$ cat src/core/rrc_regs.vh
// Register offsets, field layouts and timing counts of the reload timers
`ifndef RRC_REGS_VH
`define RRC_REGS_VH
`define RRC_ADDR_W 32
`define RRC_LONG_RELOAD_LOW 32'h0F000118
`define RRC_LONG_RELOAD_HIGH 32'h0F00011A
`define RRC_LONG_COUNT_LOW 32'h0F00011C
`define RRC_LONG_COUNT_HIGH 32'h0F00011E
`define RRC_CYCLE_RELOAD_LOW 32'h0F000120
`define RRC_CYCLE_RELOAD_HIGH 32'h0F000122
`define RRC_IRQ_FLAGS 32'h0F00013E
`define RRC_LONG_W 24
`define RRC_CYCLE_W 25
`define RRC_LONG_HIGH_W 8
`define RRC_CYCLE_HIGH_W 9
`define RRC_LONG_IRQ_BIT 2
`define RRC_CYCLE_IRQ_BIT 3
`define RRC_CLK_HZ 25000000
`define RRC_LF_HZ 32768
`define RRC_REWRITE_WAIT_US 100
`define RRC_LF_DIV (`RRC_CLK_HZ / `RRC_LF_HZ)
`define RRC_RELOAD_RESET 16'h0000
`endif

$ cat src/core/rrc_lf_tick.v
// Divider making the one-cycle 32.768 kHz tick enable
`timescale 1ns/1ps
`include "rrc_regs.vh"
module rrc_lf_tick
(
  input wire clock,
  input wire rst,
  output reg tick
);
  localparam integer DIV_LAST_INT = `RRC_LF_DIV - 1;
  localparam [9:0] DIV_LAST = DIV_LAST_INT[9:0];
  reg [9:0] div_cnt;

  // Integer divide; the rate error of about 0.12 percent is accepted
  always @(posedge clock or posedge rst)
  begin
    if (rst)
    begin
      div_cnt <= 10'h000;
      tick <= 1'b0;
    end
    else if (div_cnt == DIV_LAST)
    begin
      div_cnt <= 10'h000;
      tick <= 1'b1;
    end
    else
    begin
      div_cnt <= div_cnt + 10'h001;
      tick <= 1'b0;
    end
  end
endmodule

$ cat src/core/rrc_reload_counter.v
// Reload down-counter: counts on enable, pulses and reloads at one
`timescale 1ns/1ps
module rrc_reload_counter
#(
  parameter W = 24
)
(
  input wire clock,
  input wire rst,
  input wire step,
  input wire load,
  input wire [W-1:0] start_value,
  output reg [W-1:0] count,
  output reg hit
);
  always @(posedge clock or posedge rst)
  begin
    if (rst)
    begin
      count <= {W{1'b0}};
      hit <= 1'b0;
    end
    else
    begin
      hit <= 1'b0;
      if (load)
        count <= start_value;
      else if (step && start_value != {W{1'b0}})
      begin
        if (count == {{(W-1){1'b0}}, 1'b1} || count == {W{1'b0}})
        begin
          count <= start_value;
          hit <= (count != {W{1'b0}});
        end
        else
          count <= count - {{(W-1){1'b0}}, 1'b1};
      end
    end
  end
endmodule

$ cat src/core/rrc_timers.v
// Top: long-period and cycle reload timers with register port
//
// Functional notes
// Long reload is 24 bits, split low/high
// Long timer counts from written reload
// Long reload applies after both halves written
// Software waits 100 us between reload rewrites
// All-zero long reload stops the timer
// Software avoids long reloads one to four
// Long counter steps per 32.768 kHz period
// At one: raise request, reload, continue
// Software reads count twice to confirm
// Live long count readable in two registers
// Long reload cleared only by RTC reset
// Reserved high bits read zero
// Cycle reload is 25 bits, split low/high
// Cycle counter counts from written reload
// Cycle reload applies after both halves
// All-zero cycle reload stops the counter
// Cycle counter steps on source clock, reloads
// Long request sets flag bit 2, write-one clears
// Cycle request sets flag bit 3, write-one clears
// Cycle reload cleared by every reset
`timescale 1ns/1ps
`include "rrc_regs.vh"
module rrc_timers
(
  input wire clock,
  input wire rst,
  input wire rtc_domain_reset,
  input wire counter_source_clock,
  input wire [31:0] addr,
  input wire [15:0] wdata,
  input wire wr,
  input wire rd,
  output reg [15:0] rdata,
  output wire long_timer_irq_flag,
  output wire cycle_counter_irq_flag
);
  reg [15:0] long_timer_reload_low;
  reg [7:0] long_timer_reload_high;
  reg [15:0] cycle_counter_reload_low;
  reg [8:0] cycle_counter_reload_high;
  reg long_low_seen;
  reg long_high_seen;
  reg cyc_low_seen;
  reg cyc_high_seen;
  reg [23:0] long_start;
  reg [24:0] cyc_start;
  reg long_load;
  reg cyc_load;
  reg [3:2] irq_flags;
  reg src_q1;
  reg src_q2;
  reg src_q3;
  reg [15:0] next_rdata;
  wire lf_tick;
  wire [23:0] long_timer_count_field;
  wire long_hit;
  wire cyc_hit;
  wire src_rise;
  wire any_rst;

  function hit_addr;
    input [31:0] a;
    input [31:0] target;
    begin
      hit_addr = (a == target);
    end
  endfunction

  assign any_rst = rst | rtc_domain_reset;

  // Long reload holds across ordinary resets
  always @(posedge clock or posedge rtc_domain_reset)
  begin
    if (rtc_domain_reset)
    begin
      long_timer_reload_low <= `RRC_RELOAD_RESET;
      long_timer_reload_high <= 8'h00;
    end
    else if (wr)
    begin
      if (hit_addr(addr, `RRC_LONG_RELOAD_LOW))
        long_timer_reload_low <= wdata;
      if (hit_addr(addr, `RRC_LONG_RELOAD_HIGH))
        long_timer_reload_high <= wdata[7:0];
    end
  end

  always @(posedge clock or posedge any_rst)
  begin
    if (any_rst)
    begin
      cycle_counter_reload_low <= `RRC_RELOAD_RESET;
      cycle_counter_reload_high <= 9'h000;
    end
    else if (wr)
    begin
      if (hit_addr(addr, `RRC_CYCLE_RELOAD_LOW))
        cycle_counter_reload_low <= wdata;
      if (hit_addr(addr, `RRC_CYCLE_RELOAD_HIGH))
        cycle_counter_reload_high <= wdata[8:0];
    end
  end

  // Pairing of halves and commit of the start value
  always @(posedge clock or posedge any_rst)
  begin
    if (any_rst)
    begin
      long_low_seen <= 1'b0;
      long_high_seen <= 1'b0;
      cyc_low_seen <= 1'b0;
      cyc_high_seen <= 1'b0;
      long_load <= 1'b0;
      cyc_load <= 1'b0;
    end
    else
    begin
      long_load <= 1'b0;
      cyc_load <= 1'b0;
      // Commit clears first, so a half written in the commit cycle stays pending
      if (long_low_seen && long_high_seen)
      begin
        long_low_seen <= 1'b0;
        long_high_seen <= 1'b0;
        long_load <= 1'b1;
      end
      if (cyc_low_seen && cyc_high_seen)
      begin
        cyc_low_seen <= 1'b0;
        cyc_high_seen <= 1'b0;
        cyc_load <= 1'b1;
      end
      if (wr && hit_addr(addr, `RRC_LONG_RELOAD_LOW))
        long_low_seen <= 1'b1;
      if (wr && hit_addr(addr, `RRC_LONG_RELOAD_HIGH))
        long_high_seen <= 1'b1;
      if (wr && hit_addr(addr, `RRC_CYCLE_RELOAD_LOW))
        cyc_low_seen <= 1'b1;
      if (wr && hit_addr(addr, `RRC_CYCLE_RELOAD_HIGH))
        cyc_high_seen <= 1'b1;
    end
  end

  // The long start value survives ordinary resets so the long timer keeps counting
  always @(posedge clock or posedge rtc_domain_reset)
  begin
    if (rtc_domain_reset)
      long_start <= 24'h000000;
    else if (long_low_seen && long_high_seen)
      long_start <= {long_timer_reload_high, long_timer_reload_low};
  end

  always @(posedge clock or posedge any_rst)
  begin
    if (any_rst)
      cyc_start <= 25'h0000000;
    else if (cyc_low_seen && cyc_high_seen)
      cyc_start <= {cycle_counter_reload_high, cycle_counter_reload_low};
  end

  rrc_lf_tick u_lf_tick
  (
    .clock(clock),
    .rst(rtc_domain_reset),
    .tick(lf_tick)
  );

  // Long counter resets only with the RTC domain: it keeps counting
  rrc_reload_counter #(.W(`RRC_LONG_W)) u_long
  (
    .clock(clock),
    .rst(rtc_domain_reset),
    .step(lf_tick),
    .load(long_load),
    .start_value(long_start),
    .count(long_timer_count_field),
    .hit(long_hit)
  );

  // Source clock treated as a sampled input; must run below half the clock
  always @(posedge clock or posedge any_rst)
  begin
    if (any_rst)
    begin
      src_q1 <= 1'b0;
      src_q2 <= 1'b0;
      src_q3 <= 1'b0;
    end
    else
    begin
      src_q1 <= counter_source_clock;
      src_q2 <= src_q1;
      src_q3 <= src_q2;
    end
  end

  assign src_rise = src_q2 & ~src_q3;

  rrc_reload_counter #(.W(`RRC_CYCLE_W)) u_cycle
  (
    .clock(clock),
    .rst(any_rst),
    .step(src_rise),
    .load(cyc_load),
    .start_value(cyc_start),
    .count(),
    .hit(cyc_hit)
  );

  // Set wins over a same-cycle write-one clear
  always @(posedge clock or posedge rtc_domain_reset)
  begin
    if (rtc_domain_reset)
      irq_flags <= 2'b00;
    else
    begin
      if (wr && hit_addr(addr, `RRC_IRQ_FLAGS) && wdata[`RRC_LONG_IRQ_BIT])
        irq_flags[2] <= 1'b0;
      if (wr && hit_addr(addr, `RRC_IRQ_FLAGS) && wdata[`RRC_CYCLE_IRQ_BIT])
        irq_flags[3] <= 1'b0;
      if (long_hit)
        irq_flags[2] <= 1'b1;
      if (cyc_hit)
        irq_flags[3] <= 1'b1;
    end
  end

  assign long_timer_irq_flag = irq_flags[2];
  assign cycle_counter_irq_flag = irq_flags[3];

  always @*
  begin
    next_rdata = 16'h0000;
    case (addr)
      `RRC_LONG_RELOAD_LOW: next_rdata = long_timer_reload_low;
      `RRC_LONG_RELOAD_HIGH: next_rdata = {8'h00, long_timer_reload_high};
      `RRC_LONG_COUNT_LOW: next_rdata = long_timer_count_field[15:0];
      `RRC_LONG_COUNT_HIGH: next_rdata = {8'h00, long_timer_count_field[23:16]};
      `RRC_CYCLE_RELOAD_LOW: next_rdata = cycle_counter_reload_low;
      `RRC_CYCLE_RELOAD_HIGH: next_rdata = {7'h00, cycle_counter_reload_high};
      `RRC_IRQ_FLAGS: next_rdata = {12'h000, irq_flags, 2'b00};
      default: next_rdata = 16'h0000;
    endcase
  end

  always @(posedge clock or posedge any_rst)
  begin
    if (any_rst)
      rdata <= 16'h0000;
    else if (rd)
      rdata <= next_rdata;
    else
      rdata <= 16'h0000;
  end
endmodule

$ cat config.mk
export PLATFORM = sky130hd
export DESIGN_NAME = rrc_timers
export DESIGN_NICKNAME = d
export VERILOG_FILES = /design/src/core/rrc_lf_tick.v /design/src/core/rrc_reload_counter.v /design/src/core/rrc_timers.v
export VERILOG_INCLUDE_DIRS = /design/src /design/src/core
export SDC_FILE = /design/constraint.sdc
export NUM_CORES = 1
export LEC_CHECK = 0
export BUFFER_PORTS_ARGS = -buffer_cell sky130_fd_sc_hd__buf_4
export CAP_MARGIN = 20
export CORE_UTILIZATION = 34
export CTS_CLUSTER_SIZE = 20
export DETAILED_ROUTE_END_ITERATION = 6
export SYNTH_ARGS = -nofsm -noshare
export SYNTH_HDL_FRONTEND = slang
export SYNTH_HIERARCHICAL = 1
export SYNTH_SLANG_ARGS = --single-unit
$ cat constraint.sdc
create_clock -name clock -period 10.4 [get_ports clock]
set_input_delay 1.04 -clock clock [delete_from_list [all_inputs] [get_ports clock]]
set_output_delay 1.04 -clock clock [all_outputs]
set_load 0.005 [all_outputs]
==> results.json, run 1 <==
{
  "nNetsFinal": 1000,
  "grt_max_degree": 51,
  "skew_ps": 8.543,
  "grt_first_pass_wirelength_um": 40430,
  "hold_buffers": 0,
  "die_area_mm2": 0.02910,
  "row_count": 61,
  "start_util": 0.3469,
  "synth_top_cells_by_area": "dfrtp_1 48%, mux2_2 10%, mux2i_1 4.1%, mux2_4 2.8%, o21ai_0 2.5%",
  "cts-root-buf": "clkbuf_16",
  "fin_tns_setup_ps": 0,
  "grtUsageMet2": 0.2987,
  "worst_pin_slew_ps": 1013,
  "drtAntennaViolNets": 0,
  "overflow": 0,
  "fin_crit_ps": 2974,
  "numPortBuffers": 71,
  "finalWirelength_um": 25470,
  "clk_latency_ps": 440,
  "path_cells": "buf_4 -> or4b_1 -> nor4_2 -> nand4_4 -> mux2_4",
  "grt_use_met3": 0.02545,
  "area_delta_synth_final_pct": 16.20,
  "synth_commonest_cells": "187 x dfrtp_1, 88 x mux2_2, 59 x nor2_1",
  "cp.arrival_ps": 3290,
  "cap_viol_max_count": 0,
  "grt_pass1_vias": 7061,
  "clkPwrFrac": 0.476,
  "async_flop_share": 1.000,
  "slowest_stage": "or4b_1",
  "antenna_cells": 0,
  "path_clk_slew_ps": 70,
  "cts_buffer_depth": 2,
  "synth_warnings": 6,
  "setup.worst_path.class": "in2reg",
  "status": "complete, no violations",
  "cts_sinks": 187,
  "switching_share": 0.2244,
  "netlist.area_leader.share": 0.4842,
  "cts_resized": 0,
  "yosysTopAreaCell": "dfrtp_1",
  "worst_setup_path_end_kind": "flip-flop",
  "ys_seq_area_frac": 0.4842,
  "dr.pass1.iters": 5,
  "hold_path_class": "reg2reg",
  "syn_nets": 940,
  "drc": 0,
  "die_w_um": 170.6,
  "synth_area_mm2": 0.009664,
  "fillers": 2684,
  "finalHoldViolCount": 0,
  "grtUsageMet1": 0.2430,
  "cp.required_ps": 10720,
  "max_freq_mhz": 336.3,
  "finalCritPeriodShare": 0.2860,
  "wl_per_cell_um": 19.16,
  "p_sw_mw": 0.3343,
  "combinationalPowerShare": 0.036,
  "synth_seq_cells": 187,
  "leakagePower_nw": 5.128,
  "slowest_delay_ps": 860,
  "netlist_instances": 878,
  "start_kind": "input pin",
  "peakVddDrop_mv": 0.1001,
  "drv_slew": 0,
  "worstPathMaxFanout": 19,
  "via_per_inst": 5.407,
  "power_density_mw_per_mm2": 132.6,
  "busiest_layer": "met2",
  "setup_viol": 0,
  "layout-drive-gt1-share": 0.2671,
  "dpl.hpwl_um": 18350,
  "slew_headroom": 0.3232,
  "htreeDepth": 4,
  "placed_area_mm2": 0.01055,
  "postLayoutCellArea_mm2": 0.01123,
  "syn_avg_cell_area_um2": 11.01,
  "dr_total_vias": 7186,
  "yosysMostFrequentCell": "dfrtp_1",
  "multi_input_area_mm2": 0.004581,
  "synth_edf_count": 0,
  "drt_iter0_drc": 523,
  "numCtsBuffers": 17,
  "cts_setup_buffers": 0,
  "io_pins": 72,
  "power_frac_seq": 0.488,
  "antenna_found_initial": 0,
  "die_h_um": 170.6,
  "register_area_mm2": 0.004679,
  "rsz0062_at_grt": "false",
  "cts_tree": "yes",
  "critPathBufInv": 1,
  "yosys.cell_types.count": 67,
  "groute.usage.overall": 0.1817,
  "crit_family": "simple AND/OR/NAND/NOR gates",
  "coreArea_mm2": 0.02786,
  "place_congestion": 0.8463,
  "internal_power_mw": 1.155,
  "synth_flop_cell": "dfrtp_1"
}
## logic make-up (layout without fill, tap and decap cells)
group                    count (synthesis)  after routing  share of synthesized area
AO/OA/AOI/OAI                          159            159                     0.1126
XOR/XNOR                                 5              5                   0.004532
adder cells (fa/ha/maj)                  8              8                    0.01036
buffers and inverters                   93            166                    0.04324
flip-flops                             187            187                     0.4842
multiplexers                           146            146                     0.1719
AND/OR/NAND/NOR                        280            280                     0.1731
## through the flow
step                      setup slack [ps]  hold WS (ps)  cells    util  total power [mW]
after floorplan                       4964         331.2    878       -            0.7636
after global placement                7039         343.3   1294  0.3778            0.7937
after detailed placement              6998         343.5   1295  0.3788            0.7953
after CTS                             7453         366.4   1327  0.4016             1.505
after global routing                  7334         376.1   1329  0.4031             1.536
final                                 7426         361.8   1329  0.4031             1.489
## area by class of cell
type | count | area share
Clock inverter | 15 | 0.01861
Timing Repair Buffer | 83 | 0.05972
Multi-Input combinational cell | 598 | 0.4079
Inverter | 51 | 0.01705
Sequential cell | 187 | 0.4167
Tap cell | 378 | 0.04212
Clock buffer | 17 | 0.03788
## path summary, 6_finish.rpt
| path | startpoint | end | slack (ps) | depth (start not counted) |
|---|---|---|---|---|
| min in group asynchronous | rtc_domain_reset | u_long/count[12]$_DFFE_PP0P_ | 630 | 2 |
| setup reg to reg | u_long/count[0]$_DFFE_PP0P_ | u_long/count[20]$_DFFE_PP0P_ | 7650 | 8 |
| hold / removal | src_q1$_DFF_PP0_ | src_q2$_DFF_PP0_ | 360 | 0 |
| max in group asynchronous | rtc_domain_reset | u_cycle/count[18]$_DFFE_PP0P_ | 8650 | 6 |
| hold reg to reg | src_q1$_DFF_PP0_ | src_q2$_DFF_PP0_ | 360 | 0 |
| setup / recovery | addr[5] | long_timer_reload_low[4]$_DFFE_PP0P_ | 7430 | 5 |
## layout by cell type (no fill, tap or decap), types with 3 or more instances in the layout
master,instances
a211o_1,3
a21o_1,6
a21oi_1,27
a221o_1,12
a222oi_1,5
a22oi_1,3
a31oi_1,3
and4_1,6
buf_4,80
bufinv_16,4
clkbuf_16,17
dfrtp_1,187
ha_1,8
inv_1,50
inv_6,5
mux2_2,88
mux2_4,18
mux2i_1,40
nand2_1,41
nand2b_1,6
nand3_1,14
nand4_1,12
nor2_1,58
nor2_2,3
nor2b_1,3
nor3_1,44
nor3_2,4
nor4_1,34
nor4_4,5
nor4b_1,14
o21ai_0,48
o21ai_1,6
o21bai_1,3
o22a_1,3
o22ai_1,11
o2bb2ai_1,18
or2_2,5
or3_1,4
or4_1,5
xor2_1,3
## flip-flops by register name (all words and copies together), names as in the netlist, 2 cells and up
name / count
cyc_start: 25
cycle_counter_reload_high: 9
cycle_counter_reload_low: 16
irq_flags: 2
long_start: 24
long_timer_reload_high: 8
long_timer_reload_low: 16
rdata: 16
u_cycle/count: 25
u_lf_tick/div_cnt: 10
u_long/count: 24
## layer usage
metal / vias to the layer above / share of wire
met1: 3605 / 0.46
met4: 0 / 0.022
met2: 166 / 0.48
li1: 3374 / -
met3: 41 / 0.035
met5: - / 0
## power groups by stage
stage / Clock [mW] / Sequential, mW / Combinational [mW]
floorplan: 0 / 0.742 / 0.0220
global placement: 0 / 0.742 / 0.0520
detailed placement: 0 / 0.742 / 0.0536
CTS: 0.724 / 0.727 / 0.0537
global route: 0.749 / 0.727 / 0.0592
finish: 0.709 / 0.727 / 0.0534
Note: power is estimated with default switching activity, not from simulation.
==> inputs of run 2 (changes only) <==
==> constraint.sdc (replaced) <==
create_clock -name clock -period 2.8 [get_ports clock]
set_input_delay 0.28 -clock clock [delete_from_list [all_inputs] [get_ports clock]]
set_output_delay 0.28 -clock clock [all_outputs]
set_load 0.005 [all_outputs]
==> run 2 against run 1 <==
Against the previous run:
- first-iteration DRC count up 2.3%
- sequential share of layout area shrank 0.51 points
- clock power grew to 3.5 times the previous value
- total power rose to 3.6 times the previous value
- register-to-register slack got worse by 7300 ps
- final cell count up 1.7%
- non-clock buffer count increased by 23
- critical path depth up 3
==> results.json, run 2 (same netlist as run 1, synthesis figures left out) <==
{
  "status": "complete, no violations",
  "die_h_um": 170.6,
  "leakagePower_nw": 5.224,
  "cts_tree": "yes",
  "layout-drive-gt1-share": 0.2803,
  "antenna_found_initial": 0,
  "startpoint": "u_long/count[0]$_DFFE_PP0P_",
  "setup_ws_ps": 351.4,
  "r2r_end": "u_long/count[10]$_DFFE_PP0P_",
  "cts-root-buf": "clkbuf_16",
  "crit_family": "compound AO/OA/AOI/OAI gates",
  "slowest_stage": "a41oi_2",
  "path_common_cell": "nor2_1",
  "cts_sinks": 187,
  "cp.required_ps": 3110,
  "wl_per_cell_um": 18.38,
  "htreeDepth": 4,
  "slowest_delay_ps": 680,
  "busiest_layer": "met2",
  "path_depth": 8,
  "cts_resized": 0,
  "die_w_um": 170.6,
  "grtUsageMet1": 0.2420,
  "crit_path_end": "u_long/count[10]$_DFFE_PP0P_",
  "path_cells": "inv_1 -> ha_1 -> nor2_1 -> nor2_1 -> a41oi_2 -> buf_4 -> mux2i_1 -> o22ai_1",
  "drt_iter0_drc": 535,
  "place_ws_ps": 377.9,
  "reg2reg_from": "u_long/count[0]$_DFFE_PP0P_",
  "finalHoldViolCount": 0,
  "critPathBufInv": 2,
  "finalCritPeriodShare": 0.8745,
  "die_area_mm2": 0.02910,
  "antenna_cells": 0,
  "cts_buffer_depth": 2,
  "hold_buffers": 4,
  "rsz0062_at_grt": "false",
  "cts_setup_buffers": 0,
  "grtUsageMet2": 0.2878,
  "coreArea_mm2": 0.02786,
  "final_cells": 1352,
  "finalWirelength_um": 24850,
  "rr_worst_depth": 8,
  "via_per_inst": 5.311,
  "grt_pass1_vias": 7050,
  "path_clk_slew_ps": 70,
  "groute.usage.overall": 0.1797,
  "overflow": 0,
  "power_density_mw_per_mm2": 475.4,
  "final_cell_mix": "187 x dfrtp_1, 100 x buf_4, 88 x mux2_2, 58 x nor2_1, 50 x inv_1",
  "clk_latency_ps": 440,
  "io_pins": 72,
  "setup.worst_path.class": "reg2reg",
  "fin_crit_ps": 2449,
  "reg_top3": "cyc_start x25, u_cycle/count x25",
  "drtAntennaViolNets": 0,
  "setup_viol": 0,
  "nNetsFinal": 1023,
  "numCtsBuffers": 17,
  "final_common_cell": "dfrtp_1",
  "start_kind": "flip-flop",
  "numPortBuffers": 71,
  "cap_viol_max_count": 0,
  "area_delta_synth_final_pct": 17.65,
  "register_area_mm2": 0.004679,
  "dr_total_vias": 7181,
  "fillers": 2725,
  "grt_use_met3": 0.02845,
  "fin_tns_setup_ps": 0,
  "drv_slew": 0,
  "cp.arrival_ps": 2760,
  "power_mw": 5.405,
  "worstPathMaxFanout": 11,
  "multi_input_area_mm2": 0.004581,
  "place_congestion": 0.8794,
  "dpl.cell_count": 1315,
  "skew_ps": 8.852,
  "max_freq_mhz": 408.4,
  "drc": 0,
  "grt_first_pass_wirelength_um": 40010,
  "grt_max_degree": 66,
  "start_util": 0.3469,
  "dpl.hpwl_um": 18270,
  "worst_setup_path_end_kind": "flip-flop",
  "worst_pin_slew_ps": 897.8,
  "rrSetupSlack_ps": 350,
  "slew_headroom": 0.4000,
  "hold_path_class": "in2reg",
  "row_count": 61,
  "dr.pass1.iters": 5,
  "peakVddDrop_mv": 0.2489
}
==> run 2: changes by cell type in the layout (fill, tap and decap cells not counted), sizes merged <==
| cell | delta |
|---|---|
| bufinv | -2 |
| clkbuf | +2 |
| clkinv | +1 |
| clkinvlp | -2 |
| dlygate4sd3 | +4 |
| inv | +1 |
| buf | +19 |
==> run 2: how the worst min path moves through the flow <==
stage,slack [ps],cells after the start,start,endpoint
4_1_cts,80,2,wdata[14],cycle_counter_reload_low[14]$_DFFE_PP0P_
5_1_grt,80,2,wdata[13],long_timer_reload_low[13]$_DFFE_PP0P_
3_3_place_gp,320,2,rst,rdata[7]$_DFF_PP0_
6_report,100,2,wdata[13],long_timer_reload_low[13]$_DFFE_PP0P_
2_1_floorplan,130,1,rtc_domain_reset,u_lf_tick/div_cnt[0]$_DFF_PP0_
3_5_place_dp,330,2,rst,rdata[15]$_DFF_PP0_
==> run 2: layout make-up <==
cell class | instances | area share
Clock buffer | 19 | 0.03984
Timing Repair Buffer | 106 | 0.07373
Clock inverter | 13 | 0.01354
Inverter | 51 | 0.01684
Multi-Input combinational cell | 598 | 0.4029
Tap cell | 378 | 0.04160
Sequential cell | 187 | 0.4116
==> run 2: metal layers <==
| metal | vias to the layer above | share of wire | wire length [µm] |
|---|---|---|---|
| met5 | - | 0 | 0 |
| met4 | 0 | 0.028 | 708 |
| met3 | 41 | 0.034 | 853 |
| met2 | 152 | 0.48 | 11980 |
| met1 | 3564 | 0.46 | 11310 |
| li1 | 3424 | - | - |
==> run 2: power by group <==
group / internal, mW / switching (mW) / total [mW]
clock: 1.39 / 1.11 / 2.50
sequential: 2.70 / 0.000667 / 2.70
combinational: 0.0791 / 0.124 / 0.203
==> run 2: worst reg2reg max path: cells and delay by family, from the launching register on <==
family	cells	cell delay, ps
multiplexers	1	240
AND/OR/NAND/NOR	2	180
flip-flops	1	440
adder cells (fa/ha/maj)	1	240
AO/OA/AOI/OAI	2	790
buffers and inverters	2	450
==> run 2: through the flow <==
step / hold WS (ps) / util / area [µm²]
floorplan: 132.4 / - / 9672
global placement: 322.4 / 0.3839 / 10700
detailed placement: 327.3 / 0.3839 / 10700
CTS: 82.89 / 0.4071 / 11340
global route: 78.24 / 0.4081 / 11370
finish: 96.92 / 0.4081 / 11370
